--- src/hdl/standby_pkg.sv ---
// Package with register map, reset values and timing constants of the standby regulator control block.
package standby_pkg;
  localparam logic [31:0] regulator_low_voltage_select_addr = 32'hfffff332;
  localparam logic [11:0] reg_lvs_off   = 12'h332;
  localparam logic [11:0] reg_wait_off  = 12'h334;
  localparam logic [11:0] reg_guard_off = 12'h338;
  localparam logic [11:0] reg_mode_off  = 12'h33c;
  localparam logic [11:0] reg_stat_off  = 12'h340;
  localparam logic [7:0]  wait_sel_reset  = 8'h06;
  localparam logic [7:0]  guard_reset     = 8'h00;
  localparam logic [7:0]  lvs_reset       = 8'h00;
  localparam logic [7:0]  guard_enable    = 8'hc9;
  localparam logic [7:0]  mode_reset      = 8'h00;
  localparam int          wait_min_exp    = 10;
  localparam int          wait_max_exp    = 16;
  localparam int          wait_sel_width  = 3;
  localparam int          lvs_stop_bit    = 0;
  localparam int          lvs_sub_bit     = 1;
  localparam int          mode_trig_bit   = 2;
  localparam logic [1:0]  axi_okay        = 2'b00;
  localparam logic [1:0]  axi_slverr      = 2'b10;
  typedef enum logic [1:0] {
    st_run   = 2'b00,
    st_halt  = 2'b01,
    st_stdby = 2'b11,
    st_wait  = 2'b10
  } pwr_state_t;
endpackage

--- src/hdl/standby_regulator_control.sv ---
// Standby regulator control: wait counter, regulator write guard, HALT and standby clock gating.
//
// Operation
// RL1 - Wait select codes 0 to 6 choose 2^(10+code) oscillator cycles; code 7 invalid.
// RL2 - Wait select register resets to 06H.
// RL3 - Wait applies after STOP release and after IDLE2 release.
// RL4 - After STOP release counting starts only once the oscillator runs.
// RL5 - Software writes zero to wait select bits 3 to 7.
// RL6 - Wait select register is accessed as a whole byte.
// RL7 - Regulator mode writes ignored unless guard register holds C9H.
// RL8 - Software writes only C9H or 00H to the guard register.
// RL9 - Guard register resets to 00H, the protected state.
// RL10 - Guard and regulator mode registers are accessed as whole bytes only.
// RL11 - Software keeps the guard at 00H except while changing regulator mode.
// RL12 - Regulator bit 1 lowers voltage in subclock modes, bit 0 in STOP.
// RL13 - Software writes only 00H, 01H or 02H to the regulator mode register.
// RL14 - Regulator mode resets to 00H and reads back written value freely.
// RL15 - Software stops main clock and PLL before low-voltage subclock selection.
// RL16 - HALT gates only the CPU clock; other clocks keep running.
// RL17 - Software places five no-operation instructions after the halt instruction.
// RL18 - Pending unmasked interrupt at halt enters then leaves HALT at once.
// RL19 - HALT released by non-maskable, unmasked interrupts or any reset source.
// RL20 - Software selects standby mode bits before setting the standby trigger.
// RL21 - Mode bits decode 00 IDLE1, x1 STOP, 10 IDLE2.
// RL22 - Wait counter restarts at each release and gates the CPU clock until done.
//
// Implementation choice: register access over AXI4-Lite.
`timescale 1ns/1ps
`default_nettype none
module standby_regulator_control #(
  parameter int cnt_width = 17
) (
  input  wire logic                           aclk,
  input  wire logic                           aresetn,
  input  wire logic [31:0]                    s_axi_awaddr,
  input  wire logic                           s_axi_awvalid,
  output logic                                s_axi_awready,
  input  wire logic [31:0]                    s_axi_wdata,
  input  wire logic [3:0]                     s_axi_wstrb,
  input  wire logic                           s_axi_wvalid,
  output logic                                s_axi_wready,
  output logic [1:0]                          s_axi_bresp,
  output logic                                s_axi_bvalid,
  input  wire logic                           s_axi_bready,
  input  wire logic [31:0]                    s_axi_araddr,
  input  wire logic                           s_axi_arvalid,
  output logic                                s_axi_arready,
  output logic [31:0]                         s_axi_rdata,
  output logic [1:0]                          s_axi_rresp,
  output logic                                s_axi_rvalid,
  input  wire logic                           s_axi_rready,
  input  wire logic                           halt_exec,
  input  wire logic                           irq_pending,
  input  wire logic                           nmi_pin,
  input  wire logic                           watchdog_nonmaskable_irq,
  input  wire logic                           external_irq_pins,
  input  wire logic                           peripheral_irq,
  input  wire logic                           reset_source,
  input  wire logic                           osc_running,
  output logic                                cpu_clk_en,
  output logic                                periph_clk_en,
  output logic                                low_voltage_stop_sel,
  output logic                                low_voltage_subclock_sel,
  output logic                                halted,
  output logic                                waiting,
  output logic [standby_pkg::wait_sel_width-1:0] wait_sel_bits
);
  import standby_pkg::*;

  if (cnt_width < wait_max_exp + 1) begin : g_cnt_width_check
    $error("cnt_width too small for longest wait");
  end

  ////////////////////////////////////////////////////////////////////////////////
  // Register bus slave.
  logic                aw_held_q;
  logic                w_held_q;
  logic [11:0]         aw_addr_q;
  logic [31:0]         w_data_q;
  logic [3:0]          w_strb_q;
  logic                bvalid_q;
  logic [1:0]          bresp_q;
  logic                rvalid_q;
  logic [31:0]         rdata_q;
  logic [1:0]          rresp_q;
  logic [7:0]          wait_sel_q;
  logic [7:0]          guard_q;
  logic [7:0]          lvs_q;
  logic [7:0]          mode_q;
  pwr_state_t          state_q;
  pwr_state_t          state_d;
  logic [cnt_width-1:0] cnt_q;
  logic                stop_pending_q;

  // The 0x332 map offset is only halfword aligned, so the regulator register answers on its containing word.
  function automatic logic [11:0] word_of(input logic [11:0] a);
    word_of = {a[11:2], 2'b00};
  endfunction

  wire        wr_fire   = aw_held_q && w_held_q && !bvalid_q;
  wire [11:0] wr_word   = word_of(aw_addr_q);
  wire [1:0]  lvs_lane  = reg_lvs_off[1:0];
  wire        full_wr   = (w_strb_q == 4'hf);
  wire        lvs_wr_ok = (w_strb_q[lvs_lane]) && (w_strb_q == (4'h1 << lvs_lane));
  wire        hit_lvs   = wr_word == word_of(reg_lvs_off);
  wire        hit_wait  = wr_word == reg_wait_off;
  wire        hit_guard = wr_word == reg_guard_off;
  wire        hit_mode  = wr_word == reg_mode_off;
  // The byte lane is chosen once both halves are held, so data may arrive before its address.
  wire [7:0]  wr_byte   = hit_lvs ? w_data_q[8*lvs_lane +: 8] : w_data_q[7:0];
  wire        wr_known  = hit_lvs || hit_wait || hit_guard || hit_mode;
  wire        wr_wait   = wr_fire && hit_wait && full_wr;  // [RL6]
  wire        wr_guard  = wr_fire && hit_guard && full_wr;  // [RL10]
  wire        wr_lvs    = wr_fire && hit_lvs && lvs_wr_ok && (guard_q == guard_enable);  // [RL7] [RL10]
  wire        wr_mode   = wr_fire && hit_mode && full_wr;
  wire        wr_bad    = !wr_known || (hit_lvs ? !lvs_wr_ok : !full_wr);

  wire [11:0] rd_word   = word_of(s_axi_araddr[11:0]);
  wire        rd_fire   = s_axi_arvalid && !rvalid_q;
  wire        rd_lvs    = rd_word == word_of(reg_lvs_off);
  wire        rd_known  = rd_lvs || rd_word == reg_wait_off || rd_word == reg_guard_off ||
                          rd_word == reg_mode_off || rd_word == reg_stat_off;
  wire [31:0] lvs_rd    = {24'h000000, lvs_q} << (8 * lvs_lane);  // [RL14]
  wire [31:0] stat_rd   = {28'h0000000, stop_pending_q, waiting, halted, cpu_clk_en};
  wire [31:0] rd_val    = rd_lvs ? lvs_rd :
                          rd_word == reg_wait_off  ? {24'h000000, wait_sel_q} :
                          rd_word == reg_guard_off ? {24'h000000, guard_q} :
                          rd_word == reg_mode_off  ? {24'h000000, mode_q} :
                          rd_word == reg_stat_off  ? stat_rd : 32'h00000000;

  assign s_axi_awready = !aw_held_q;
  assign s_axi_wready  = !w_held_q;
  assign s_axi_bvalid  = bvalid_q;
  assign s_axi_bresp   = bresp_q;
  assign s_axi_arready = !rvalid_q;
  assign s_axi_rvalid  = rvalid_q;
  assign s_axi_rdata   = rdata_q;
  assign s_axi_rresp   = rresp_q;

  always_ff @(posedge aclk) begin
    if (!aresetn) begin
      aw_held_q <= 1'b0;
      w_held_q  <= 1'b0;
      aw_addr_q <= 12'h000;
      w_data_q  <= 32'h00000000;
      w_strb_q  <= 4'h0;
      bvalid_q  <= 1'b0;
      bresp_q   <= axi_okay;
    end else begin
      if (s_axi_awvalid && !aw_held_q) begin
        aw_held_q <= 1'b1;
        aw_addr_q <= s_axi_awaddr[11:0];
      end
      if (s_axi_wvalid && !w_held_q) begin
        w_held_q <= 1'b1;
        w_data_q <= s_axi_wdata;
        w_strb_q <= s_axi_wstrb;
      end
      if (wr_fire) begin
        aw_held_q <= 1'b0;
        w_held_q  <= 1'b0;
        bvalid_q  <= 1'b1;
        bresp_q   <= wr_bad ? axi_slverr : axi_okay;
      end else if (bvalid_q && s_axi_bready) begin
        bvalid_q <= 1'b0;
      end
    end
  end

  always_ff @(posedge aclk) begin
    if (!aresetn) begin
      rvalid_q <= 1'b0;
      rdata_q  <= 32'h00000000;
      rresp_q  <= axi_okay;
    end else if (rd_fire) begin
      rvalid_q <= 1'b1;
      rdata_q  <= rd_val;
      rresp_q  <= rd_known ? axi_okay : axi_slverr;
    end else if (rvalid_q && s_axi_rready) begin
      rvalid_q <= 1'b0;
    end
  end

  ////////////////////////////////////////////////////////////////////////////////
  // Registers.
  // The trigger bit clears itself when standby is entered, so one write makes one entry.
  wire standby_enter = (state_q == st_run) && mode_q[mode_trig_bit] && !wr_mode;

  always_ff @(posedge aclk) begin
    if (!aresetn) begin
      wait_sel_q <= wait_sel_reset;  // [RL2]
      guard_q    <= guard_reset;  // [RL9]
      lvs_q      <= lvs_reset;  // [RL14]
      mode_q     <= mode_reset;
    end else begin
      if (wr_wait) begin
        wait_sel_q <= wr_byte;  // [RL6]
      end
      if (wr_guard) begin
        guard_q <= wr_byte;  // [RL7]
      end
      if (wr_lvs) begin
        lvs_q <= wr_byte;  // [RL7] [RL14]
      end
      if (wr_mode) begin
        mode_q <= wr_byte;
      end else if (standby_enter) begin
        mode_q[mode_trig_bit] <= 1'b0;
      end
    end
  end

  assign low_voltage_stop_sel     = lvs_q[lvs_stop_bit];  // [RL12]
  assign low_voltage_subclock_sel = lvs_q[lvs_sub_bit];  // [RL12]
  assign wait_sel_bits            = wait_sel_q[wait_sel_width-1:0];

  ////////////////////////////////////////////////////////////////////////////////
  // HALT, standby and stabilisation wait.
  wire sel_stop  = mode_q[0];  // [RL21]
  wire sel_idle2 = mode_q[1:0] == 2'b10;  // [RL21]
  wire release_ev = nmi_pin || watchdog_nonmaskable_irq || external_irq_pins ||
                    peripheral_irq || irq_pending;  // [RL19]
  // Code 7 is not a valid choice; it is served as the longest wait rather than an undefined one.
  wire [2:0] code = (wait_sel_bits == 3'h7) ? 3'h6 : wait_sel_bits;  // [RL1]
  wire [cnt_width-1:0] target = cnt_width'(1) << (wait_min_exp + int'(code));  // [RL1]
  wire wait_done = (cnt_q == target - cnt_width'(1)) && (osc_running || !stop_pending_q);

  always_comb begin
    state_d = state_q;
    case (state_q)
      st_run: begin
        if (standby_enter) begin
          state_d = st_stdby;
        end else if (halt_exec) begin
          state_d = st_halt;  // [RL16]
        end
      end
      st_halt: begin
        if (release_ev) begin
          state_d = st_run;  // [RL18] [RL19]
        end
      end
      st_stdby: begin
        if (release_ev) begin
          state_d = (sel_stop || sel_idle2) ? st_wait : st_run;  // [RL3]
        end
      end
      st_wait: begin
        if (wait_done) begin
          state_d = st_run;  // [RL22]
        end
      end
      default: state_d = st_run;
    endcase
  end

  always_ff @(posedge aclk) begin
    if (!aresetn || reset_source) begin
      state_q        <= st_run;  // [RL19]
      cnt_q          <= '0;
      stop_pending_q <= 1'b0;
    end else begin
      state_q <= state_d;
      if (state_q == st_stdby) begin
        cnt_q          <= '0;  // [RL22]
        stop_pending_q <= sel_stop;
      end else if (state_q == st_wait && (osc_running || !stop_pending_q)) begin
        cnt_q <= cnt_q + cnt_width'(1);  // [RL4] [RL22]
      end
    end
  end

  assign cpu_clk_en    = state_q == st_run;  // [RL16] [RL22]
  assign periph_clk_en = state_q != st_stdby && state_q != st_wait;  // [RL16]
  assign halted        = state_q == st_halt;
  assign waiting       = state_q == st_wait;
endmodule
`default_nettype wire

--- config.mk ---
export PLATFORM = sky130hd
export DESIGN_NAME = standby_regulator_control
export DESIGN_NICKNAME = d
export VERILOG_FILES = /design/src/hdl/standby_pkg.sv /design/src/hdl/standby_regulator_control.sv
export SDC_FILE = /design/constraint.sdc
export NUM_CORES = 1
export LEC_CHECK = 0
export ABC_CLOCK_PERIOD_IN_PS = 3400
export BUFFER_PORTS_ARGS = -buffer_cell sky130_fd_sc_hd__buf_2
export CAP_MARGIN = 40
export CORE_UTILIZATION = 29
export CTS_BUF_LIST = sky130_fd_sc_hd__clkbuf_4 sky130_fd_sc_hd__clkbuf_8
export DETAILED_ROUTE_END_ITERATION = 10
export PLACE_DENSITY = 0.47
export SYNTH_ARGS = -nofsm -noshare
export SYNTH_HDL_FRONTEND = slang
export SYNTH_SLANG_ARGS = --single-unit
--- constraint.sdc ---
create_clock -name aclk -period 3.4 [get_ports aclk]
set_clock_uncertainty 0.15 [all_clocks]
set_input_delay 0.68 -clock aclk [delete_from_list [all_inputs] [get_ports aclk]]
set_output_delay 0.68 -clock aclk [all_outputs]
set_load 0.01 [all_outputs]
==> impl_metrics.sql, run 1 <==
INSERT INTO impl_metrics (metric_group, metric, value, unit) VALUES
('global_route', 'wire_length_of_the_first_global_routing_pass', '18400', 'um'),
('setup_path', 'r2r.worst_path.cells', '6', ''),
('drt', 'post_route_drc', '0', ''),
('floorplanning', 'die_y', '131', 'um'),
('logic_synthesis', 'synth_warnings', '0', ''),
('floorplanning', 'die_area', '17200', 'um^2'),
('worst_hold_path', 'worstHoldStart', 's_axi_rdata[17]$_SDFFE_PN0P_', ''),
('power', 'peakVddDrop', '0.168', 'mV'),
('setup_path', 'critPathSlowestCell', 'dfxtp_1', ''),
('floorplanning', 'start_util', '0.301', ''),
('setup_path', 'crit-reg2reg-launch', 'wait_sel_q[2]$_SDFFE_PN1P_', ''),
('drt', 'drt-wirelength-per-cell', '13.4', 'um'),
('drt', 'number_of_optimization_iterations_in_the_first_detailed_route_pass', '4', ''),
('timing', 'total_neg_setup_slack', '0', 'ps'),
('setup_path', 'worst_setup_path_start_kind', 'register', ''),
('logic_synthesis', 'yosysUniqueCellTypes', '49', ''),
('global_route', 'first_global_vias', '3603', ''),
('outcome', 'outcome', 'completed', ''),
('global_route', 'grt_util_all_layers', '0.141', ''),
('setup_path', 'crit_required', '3520', 'ps'),
('timing', 'timing_max_transition_violations_final', '0', ''),
('drt', 'antenna_left', '0', ''),
('setup_path', 'r2r_setup_slack', '770', 'ps'),
('placed_design', 'portbufs', '86', ''),
('drt', 'post_drt_via_cell_ratio', '4.55', ''),
('drt', 'highest_layer', 'met5', ''),
('clock_tree', 'postCtsSetupBuffers', '0', ''),
('logic_synthesis', 'postSynthAreaPerCell', '8.48', 'um^2'),
('setup_path', 'reg2reg_to', 'state_q[1]$_SDFFE_PP0P_', ''),
('clock_tree', 'cts_buffer_depth', '2', ''),
('timing', 'min_period', '2630', 'ps'),
('setup_path', 'critical-path-max-stage-delay', '610', 'ps'),
('clock_tree', 'holdBufCountCts', '0', ''),
('drt', 'route.vias.total', '3919', ''),
('cells_and_area', 'share_of_layout_cells_above_drive_strength_1', '0.186', ''),
('floorplanning', 'coreArea', '16100', 'um^2'),
('clock_tree', 'cts.root.buffer_cell', 'clkbuf_8', ''),
('worst_hold_path', 'whs_endpoint', 's_axi_rdata[17]$_SDFFE_PN0P_', ''),
('logic_synthesis', 'synthFlopType', 'dfxtp_1', ''),
('cells_and_area', 'antenna_cells', '0', ''),
('setup_path', 'critical_path.endpoint_type', 'register', ''),
('power', 'power.static_leakage', '0.00227', 'uW'),
('clock_tree', 'post_cts.resized_instances', '0', ''),
('clock_tree', 'cts_htree_levels', '3', ''),
('timing', 'max_freq', '380', 'MHz'),
('clock_tree', 'tritoncts_clock_tree', 'done', ''),
('drt', 'wirelength_met1', '5800', 'um'),
('timing', 'number_of_endpoints_failing_setup_at_the_final_stage', '0', ''),
('global_route', 'antenna_found_initial', '1', ''),
('cells_and_area', 'num-nets-final', '760', ''),
('cells_and_area', 'mostFrequentLayoutCell', 'nand2_1', ''),
('setup_path', 'cp_cell_sequence', 'ha_1, nor4b_1, xnor2_1, mux2i_1, a2111oi_0, o22ai_1', ''),
('logic_synthesis', 'ys_ff_latch', '104', ''),
('drt', 'drt-initial-drc-count', '151', ''),
('timing', 'slew_headroom', '0.503', ''),
('floorplanning', 'row_count', '46', ''),
('placed_design', 'routabilityCongestion', '0.730', ''),
('cells_and_area', 'commonest_cells_after_routing_fill_and_taps_aside', 'nand2_1, dfxtp_1, buf_2', ''),
('placed_design', 'place_hpwl', '8490', 'um'),
('global_route', 'grt_start_max_net_pins', '79', ''),
('logic_synthesis', 'mappedNetlistArea', '4830', 'um^2'),
('floorplanning', 'io_pins', '165', ''),
('worst_hold_path', 'hold_path_class', 'register to register', ''),
('power', 'pwr_density_cell', '403', 'nW/um^2'),
('cells_and_area', 'post_layout_nonfiller_instances', '862', ''),
('placed_design', 'numPlacedInstances', '846', ''),
('floorplanning', 'floorplan.die.width', '131', 'um'),
('timing', 'report.final.hold_viol_count', '0', ''),
('drt', 'totalWireLength', '11600', 'um'),
('clock_tree', 'cts.sinks', '104', ''),
('timing', 'unrepaired_setup_endpoints_after_global_routing', 'no', '');
[Yosys cell counts, types with 6 or more instances]
cell,number,share of area
mux2_2,7,0.016
a21oi_1,25,0.026
nor2_1,36,0.028
nor3_1,10,0.010
o21ai_0,15,0.016
nand2_1,119,0.092
nor2b_1,36,0.047
nand4_1,8,0.010
nand3_1,11,0.011
dfxtp_1,104,0.43
clkbuf_1,22,0.017
a21boi_0,36,0.056
inv_1,9,0.0070
mux2i_1,30,0.062
xor2_1,10,0.018
xnor2_1,6,0.011
nand3b_1,6,0.0093
buf_4,21,0.033
[power by group]
group,switching (uW),internal [uW]
logic,110,71.4
clock network,506,291
registers,18.9,1240
total,635,1610
[through the flow]
stage / area, um^2 / total power (uW) / setup slack [ps]
3_3_place_gp: 5370 / 1470 / 821
4_1_cts: 5570 / 2280 / 750
5_1_grt: 5570 / 2360 / 555
2_1_floorplan: 4890 / 1410 / 1070
6_report: 5570 / 2240 / 771
3_5_place_dp: 5370 / 1480 / 792
[how the worst max path moves through the flow]
stage | to | slack, ps | cells after the start | from
after detailed placement | s_axi_rdata[1]$_SDFFE_PN0P_ | 790 | 5 | s_axi_araddr[2]
after floorplan | s_axi_rdata[4]$_SDFFE_PN0P_ | 1070 | 5 | s_axi_araddr[7]
after global routing | state_q[1]$_SDFFE_PP0P_ | 560 | 6 | wait_sel_q[2]$_SDFFE_PN1P_
after CTS | state_q[1]$_SDFFE_PP0P_ | 750 | 6 | wait_sel_q[2]$_SDFFE_PN1P_
after global placement | s_axi_rdata[2]$_SDFFE_PN0P_ | 820 | 5 | s_axi_araddr[2]
final | state_q[1]$_SDFFE_PP0P_ | 770 | 6 | wait_sel_q[2]$_SDFFE_PN1P_
[critical path: cells and delay by family (launching register included)]
kind            cells  cell delay, ps
compound gates      2             730
xor+xnor            1             180
fa+ha+maj           1             370
flops               1             610
mux                 1             110
simple gates        1             370
[cell type report]
type                       count  area, um^2
clock buffer                   9         124
clock inverter                 7        72.6
fill                        1696       10500
inverter                       9        33.8
multi-input combinational    427        2510
sequential                   104        2080
tap                          216         270
timing repair buffer          90         473
[per-layer routing]
layer / GRT usage / vias up
li1: - / 2039
met1: 0.187 / 1796
met2: 0.222 / 68
met3: 0.0333 / 14
met4: 0.0548 / 2
met5: 0 / -
[kinds of logic (layout without fill, tap and decap cells)]
logic type | count (synthesis) | after routing | share of synthesized area
xor+xnor | 16 | 16 | 0.0290
fa+ha+maj | 4 | 4 | 0.0104
other cells | 1 | 18 | 0.000776
simple gates | 257 | 257 | 0.259
flops | 104 | 104 | 0.431
buf+inv | 56 | 115 | 0.0619
compound gates | 95 | 95 | 0.129
mux | 37 | 37 | 0.0785
[state kept, by name, summed over array words and instances (netlist names), 2 cells and up]
name / cells
cnt_q: 17
s_axi_rdata: 16
w_data_q: 16
aw_addr_q: 10
guard_q: 8
lvs_q: 8
mode_q: 8
wait_sel_q: 8
w_strb_q: 4
state_q: 2
No activity file was read; power rests on OpenSTA's default activity.
==> inputs of run 2 (changes only) <==
- ABC_CLOCK_PERIOD_IN_PS: 3400 -> 2100
- PLACE_DENSITY: 0.47 -> 0.49
- clock period: 3.4 -> 2.1 ns (I/O delays scaled with it)
==> impl_metrics.sql, run 2 (synthesis results as in run 1) <==
INSERT INTO impl_metrics (metric_group, metric, value, unit) VALUES
('timing', 'report.final.hold_viol_count', '0', ''),
('cells_and_area', 'fillerInstances', '1694', ''),
('setup_path', 'worst_setup_path_start_kind', 'register', ''),
('floorplanning', 'coreArea', '16100', 'um^2'),
('run', 'timing.max_cap.violations', '0', ''),
('setup_path', 'critical_path.endpoint_type', 'register', ''),
('floorplanning', 'die_area', '17200', 'um^2'),
('power', 'comb_power_share', '0.088', ''),
('clock_tree', 'cts.root.buffer_cell', 'clkbuf_8', ''),
('cells_and_area', 'multiInputGateArea', '2560', 'um^2'),
('clock_tree', 'cts_htree_levels', '3', ''),
('setup_path', 'reg2reg_to', 'state_q[1]$_SDFFE_PP0P_', ''),
('cells_and_area', 'post_layout_nonfiller_instances', '896', ''),
('drt', 'route.vias.total', '4033', ''),
('drt', 'post_drt_via_cell_ratio', '4.50', ''),
('cells_and_area', 'num-nets-final', '794', ''),
('clock_tree', 'cts.sinks', '104', ''),
('clock_tree', 'cts_buffer_depth', '2', ''),
('cells_and_area', 'area_delta_synth_final', '21.4', '%'),
('drt', 'drt-initial-drc-count', '177', ''),
('clock_tree', 'clk_pin_slew', '110', 'ps'),
('setup_path', 'crit_required', '2220', 'ps'),
('power', 'seq_power_share', '0.568', ''),
('cells_and_area', 'largest-register', 'cnt_q', ''),
('clock_tree', 'tritoncts_clock_tree', 'done', ''),
('timing', 'total_neg_setup_slack', '0', 'ps'),
('timing', 'timing_max_transition_violations_final', '0', ''),
('placed_design', 'routabilityCongestion', '0.785', ''),
('timing', 'unrepaired_setup_endpoints_after_global_routing', 'yes', ''),
('setup_path', 'timing.critical_path.fanout_max', '7', ''),
('power', 'cell_internal_pwr', '2620', 'uW'),
('drt', 'antenna_left', '0', ''),
('global_route', 'first_global_vias', '3900', ''),
('global_route', 'grt_util_all_layers', '0.148', ''),
('outcome', 'outcome', 'completed', ''),
('global_route', 'wire_length_of_the_first_global_routing_pass', '19200', 'um'),
('setup_path', 'r2r.worst_path.cells', '5', ''),
('worst_hold_path', 'hold_path_class', 'primary input to register', ''),
('timing', 'slew_headroom', '0.614', ''),
('cells_and_area', 'sequential_cell_area', '2080', 'um^2'),
('setup_path', 'timing_worst_setup_path_type', 'register to register', ''),
('drt', 'drt-wirelength-per-cell', '13.4', 'um'),
('power', 'clock_network_power_share', '0.344', ''),
('timing', 'max_freq', '491', 'MHz'),
('worst_hold_path', 'whs_endpoint', 'w_data_q[6]$_SDFFE_PN0P_', ''),
('clock_tree', 'insertion_delay_of_the_later_clocked_pin_in_the_worst_skew_pair', '390', 'ps'),
('worst_hold_path', 'worst_hold_path.num_cells', '3', ''),
('setup_path', 'worstPathArrival', '2160', 'ps'),
('setup_path', 'crit-reg2reg-launch', 'aw_addr_q[11]$_SDFFE_PN0P_', ''),
('timing', 'min_period', '2040', 'ps'),
('global_route', 'antenna_found_initial', '0', ''),
('clock_tree', 'cts_bufs_inserted', '9', ''),
('worst_hold_path', 'worstHoldStart', 's_axi_wdata[6]', ''),
('timing', 'worstMarginPinSlew', '578', 'ps'),
('floorplanning', 'io_pins', '165', ''),
('drt', 'number_of_optimization_iterations_in_the_first_detailed_route_pass', '6', ''),
('global_route', 'overflow_left_after_global_routing', '0', ''),
('drt', 'post_route_drc', '0', ''),
('timing', 'number_of_endpoints_failing_setup_at_the_final_stage', '0', ''),
('placed_design', 'place_hpwl', '9060', 'um'),
('setup_path', 'r2r_setup_slack', '60', 'ps'),
('global_route', 'grt_start_max_net_pins', '21', ''),
('floorplanning', 'floorplan.die.width', '131', 'um'),
('placed_design', 'portbufs', '86', ''),
('power', 'peakVddDrop', '0.241', 'mV'),
('drt', 'totalWireLength', '12000', 'um'),
('floorplanning', 'row_count', '46', ''),
('floorplanning', 'die_y', '131', 'um'),
('cells_and_area', 'commonest_cells_after_routing_fill_and_taps_aside', 'nand2_1, dfxtp_1, buf_2', ''),
('power', 'pwr_density_cell', '614', 'nW/um^2'),
('power', 'power.static_leakage', '0.00245', 'uW'),
('cells_and_area', 'largest_register_ffs', '17', ''),
('cells_and_area', 'mostFrequentLayoutCell', 'nand2_1', ''),
('power', 'power_switching_share', '0.273', ''),
('power', 'net-switching-power', '983', 'uW'),
('timing', 'final_min_period_over_clock_period', '0.970', ''),
('floorplanning', 'start_util', '0.301', ''),
('placed_design', 'numPlacedInstances', '879', ''),
('cells_and_area', 'antenna_cells', '0', ''),
('cells_and_area', 'share_of_layout_cells_above_drive_strength_1', '0.231', '');
==> run 2: changes by cell type in the layout (fill, tap and decap cells not counted), sizes merged <==
| cell | previous run | this run |
|---|---|---|
| buf | 90 | 124 |
| clkbuf | 9 | 10 |
| clkinv | 3 | 0 |
| clkinvlp | 0 | 1 |
| inv | 13 | 14 |
==> run 2: through the flow <==
stage | worst slack (ps) | power, uW | hold slack [ps] | cell area [um^2] | util
finish | 63.2 | 3600 | 113 | 5870 | 0.365
global route | -54.7 | 3790 | 86.5 | 5870 | 0.365
CTS | 34.4 | 3670 | 85.3 | 5840 | 0.363
floorplan | 9.75 | 2290 | 281 | 4910 | -
global placement | -81.7 | 2400 | 292 | 5630 | 0.351
detailed placement | -107 | 2410 | 294 | 5630 | 0.351
==> run 2: layer usage <==
| metal | track usage | routed length [um] | vias to the layer above | share of wire |
|---|---|---|---|---|
| li1 | - | - | 2101 | - |
| met1 | 0.189 | 5800 | 1850 | 0.48 |
| met2 | 0.240 | 5520 | 68 | 0.46 |
| met3 | 0.0296 | 425 | 14 | 0.035 |
| met4 | 0.0690 | 227 | 0 | 0.019 |
| met5 | 0 | 0 | - | 0 |
==> run 2: layout make-up <==
class                           count  share of cell area
Multi-Input combinational cell    427               0.436
Sequential cell                   104               0.355
Timing Repair Buffer              124               0.125
Tap cell                          216              0.0461
Clock buffer                       10              0.0224
Clock inverter                      6             0.00960
Inverter                            9             0.00576
==> run 2: worst max path at each step <==
stage,startpoint,end,slack [ps],cells after the start
2_1_floorplan,aw_addr_q[11]$_SDFFE_PN0P_,state_q[1]$_SDFFE_PP0P_,10,6
3_3_place_gp,aw_addr_q[11]$_SDFFE_PN0P_,mode_q[7]$_SDFFE_PN0P_,-80,6
3_5_place_dp,aw_addr_q[11]$_SDFFE_PN0P_,mode_q[4]$_SDFFE_PN0P_,-110,6
4_1_cts,aw_addr_q[11]$_SDFFE_PN0P_,wait_sel_q[4]$_SDFFE_PN0P_,30,6
5_1_grt,wait_sel_q[1]$_SDFFE_PN1P_,state_q[1]$_SDFFE_PP0P_,-50,7
6_report,aw_addr_q[11]$_SDFFE_PN0P_,state_q[1]$_SDFFE_PP0P_,60,5
==> run 2: repair_timing <==
action	in CTS	in global routing
hold buffers	0	0
endpoints found under the setup margin	32	21
pin swaps	2	0
cloned	0	0
endpoints found under the hold margin	0	0
setup buffers	0	1
gates resized for setup	3	5
==> run 2: worst max-delay path: stages (launching register included) <==
cell	delay, ps
dfxtp_1	330
or4b_4	580
nor4_4	280
nand3_4	170
a311oi_2	300
o22ai_1	110
==> run 2: power groups by stage <==
| stage | sequential [uW] | combinational [uW] | clock, uW |
|---|---|---|---|
| final | 2050 | 316 | 1240 |
| after global placement | 2090 | 311 | 0 |
| after detailed placement | 2090 | 316 | 0 |
| after CTS | 2050 | 319 | 1310 |
| after global routing | 2050 | 355 | 1380 |
| after floorplan | 2090 | 201 | 0 |
==> inputs of run 3 (changes only) <==
- CORE_ASPECT_RATIO: default -> 0.5
- MAX_ROUTING_LAYER: default -> met4
==> impl_metrics.sql, run 3 (synthesis results as in run 1) <==
INSERT INTO impl_metrics (metric_group, metric, value, unit) VALUES
('floorplanning', 'die_y', '93.3', 'um'),
('setup_path', 'critical_path.endpoint_type', 'register', ''),
('power', 'peakVddDrop', '0.261', 'mV'),
('global_route', 'wire_length_of_the_first_global_routing_pass', '19000', 'um'),
('setup_path', 'crit_required', '2240', 'ps'),
('setup_path', 'r2r.worst_path.cells', '7', ''),
('clock_tree', 'cts_buffer_depth', '2', ''),
('global_route', 'antenna_found_initial', '0', ''),
('worst_hold_path', 'worstHoldStart', 's_axi_wvalid', ''),
('timing', 'worstMarginPinSlew', '656', 'ps'),
('cells_and_area', 'antenna_cells', '0', ''),
('floorplanning', 'coreArea', '15800', 'um^2'),
('setup_path', 'timing.critical_path.fanout_max', '7', ''),
('clock_tree', 'tritoncts_clock_tree', 'done', ''),
('cells_and_area', 'share_of_layout_cells_above_drive_strength_1', '0.234', ''),
('timing', 'setup_slack', '-20.1', 'ps'),
('timing', 'min_period', '2120', 'ps'),
('placed_design', 'place_ws', '-103', 'ps'),
('global_route', 'gr-usage-met2', '0.216', ''),
('drt', 'totalWireLength', '11700', 'um'),
('global_route', 'met3_usage', '0.0386', ''),
('timing', 'unrepaired_setup_endpoints_after_global_routing', 'yes', ''),
('drt', 'drt-initial-drc-count', '129', ''),
('cells_and_area', 'num-nets-final', '794', ''),
('clock_tree', 'cts_bufs_inserted', '9', ''),
('timing', 'number_of_endpoints_failing_setup_at_the_final_stage', '8', ''),
('worst_hold_path', 'worst_hold_path.num_cells', '3', ''),
('clock_tree', 'cts_htree_levels', '3', ''),
('clock_tree', 'cts.root.buffer_cell', 'clkbuf_8', ''),
('run', 'timing.max_cap.violations', '0', ''),
('global_route', 'overflow_left_after_global_routing', '0', ''),
('cells_and_area', 'largest-register', 'cnt_q', ''),
('power', 'power.static_leakage', '0.00243', 'uW'),
('timing', 'total_neg_setup_slack', '-71.9', 'ps'),
('floorplanning', 'row_count', '32', ''),
('setup_path', 'reg2reg_to', 'mode_q[4]$_SDFFE_PN0P_', ''),
('drt', 'post_route_drc', '0', ''),
('global_route', 'grt_util_met1', '0.201', ''),
('drt', 'drt-wirelength-per-cell', '13.0', 'um'),
('power', 'total_power', '3560', 'uW'),
('global_route', 'grt_util_all_layers', '0.147', ''),
('setup_path', 'critPathSlowestCell', 'or4b_4', ''),
('floorplanning', 'start_util', '0.305', ''),
('cells_and_area', 'largest_register_ffs', '17', ''),
('placed_design', 'routabilityCongestion', '0.795', ''),
('cells_and_area', 'mostFrequentLayoutCell', 'nand2_1', ''),
('outcome', 'outcome', 'finished, violations left', ''),
('setup_path', 'critical_path.startpoint', 'aw_addr_q[7]$_SDFFE_PN0P_', ''),
('setup_path', 'worst_setup_path_start_kind', 'register', ''),
('setup_path', 'worstPathBufferInverterCount', '2', ''),
('timing', 'timing_max_transition_violations_final', '0', ''),
('drt', 'number_of_optimization_iterations_in_the_first_detailed_route_pass', '4', ''),
('setup_path', 'critical-path-max-stage-delay', '580', 'ps'),
('global_route', 'gr_peak_layer', 'met2', ''),
('outcome', 'violations', 'negative setup slack', ''),
('clock_tree', 'cts.sinks', '104', ''),
('placed_design', 'portbufs', '86', ''),
('power', 'pwr_density_cell', '606', 'nW/um^2'),
('worst_hold_path', 'hold_path_class', 'primary input to register', ''),
('global_route', 'grt_start_max_net_pins', '61', ''),
('timing', 'report.final.hold_viol_count', '0', ''),
('timing', 'max_freq', '472', 'MHz'),
('drt', 'antenna_left', '0', ''),
('floorplanning', 'floorplan.die.width', '185', 'um'),
('timing', 'final_min_period_over_clock_period', '1.01', ''),
('timing', 'slew_headroom', '0.559', ''),
('cells_and_area', 'commonest_cells_after_routing_fill_and_taps_aside', 'nand2_1, dfxtp_1, buf_2', ''),
('clock_tree', 'clk_pin_slew', '100', 'ps'),
('setup_path', 'r2r_setup_slack', '-20', 'ps'),
('drt', 'route.vias.total', '4050', ''),
('setup_path', 'crit-reg2reg-launch', 'aw_addr_q[7]$_SDFFE_PN0P_', ''),
('setup_path', 'worst_path_dominant_cell_family', 'simple AND/OR/NAND/NOR gates', ''),
('setup_path', 'worstPathArrival', '2260', 'ps'),
('global_route', 'first_global_vias', '3689', ''),
('placed_design', 'place_hpwl', '8590', 'um'),
('setup_path', 'timing_worst_setup_path_type', 'register to register', ''),
('worst_hold_path', 'whs_endpoint', 'w_held_q$_SDFFE_PP0P_', ''),
('cells_and_area', 'area_delta_synth_final', '21.6', '%'),
('cells_and_area', 'postLayoutCoreUtil', '0.372', ''),
('setup_path', 'cp_cell_sequence', 'or4b_4, nor4_4, buf_4, nand3_4, buf_8, mux2i_1, nor2b_1', ''),
('clock_tree', 'insertion_delay_of_the_later_clocked_pin_in_the_worst_skew_pair', '390', 'ps'),
('drt', 'post_drt_via_cell_ratio', '4.50', ''),
('floorplanning', 'io_pins', '165', ''),
('floorplanning', 'die_area', '17200', 'um^2');
## run 3: worst max path at each step
| stage | to | slack, ps | cells past startpoint |
|---|---|---|---|
| after floorplan | state_q[1]$_SDFFE_PP0P_ | 10 | 6 |
| after CTS | mode_q[7]$_SDFFE_PN0P_ | -6 | 6 |
| after detailed placement | wait_sel_q[2]$_SDFFE_PN1P_ | -100 | 6 |
| after global placement | mode_q[7]$_SDFFE_PN0P_ | -80 | 6 |
| after global routing | mode_q[4]$_SDFFE_PN0P_ | -150 | 7 |
| final | mode_q[4]$_SDFFE_PN0P_ | -20 | 7 |
## run 3: worst min-delay path, cell delays in order
cell and delay [ps]:
buf_2 90, nor2_1 40, nor2_1 70
## run 3: area by class of cell
class | instances | area [um^2]
fill | 1719 | 9940
multi-input combinational | 428 | 2570
sequential | 104 | 2080
timing repair buffer | 123 | 736
tap | 221 | 277
clock buffer | 11 | 139
clock inverter | 5 | 40.0
inverter | 9 | 33.8
## run 3: repair_timing
action | in CTS | in global routing
pin swaps | 2 | 5
setup buffers | 0 | 4
hold buffers | 0 | 0
cloned | 0 | 1
gates resized for setup | 5 | 9
setup endpoints to repair | 33 | 24
endpoints found under the hold margin | 0 | 0
## run 3: stage by stage
stage               hold slack [ps]  std cells  area [um^2]
floorplan                       281        587         4910
global placement                292        880         5610
detailed placement              297        880         5610
CTS                            88.3        896         5810
global route                   98.3        901         5880
finish                          111        901         5880
## run 3: per-layer routing
metal  vias to the layer above  part of all wire
met1                      1843              0.52
met4                         0            0.0086
met3                        10             0.039
met2                        80              0.44
met5                         -                 0
li1                       2117                 -
## run 3: where the power goes
group | internal [uW] | total, uW | switching [uW] | leakage (uW)
clock | 467 | 1210 | 738 | 0.0000834
combinational | 130 | 310 | 180 | 0.00150
sequential | 2010 | 2050 | 32.4 | 0.000844
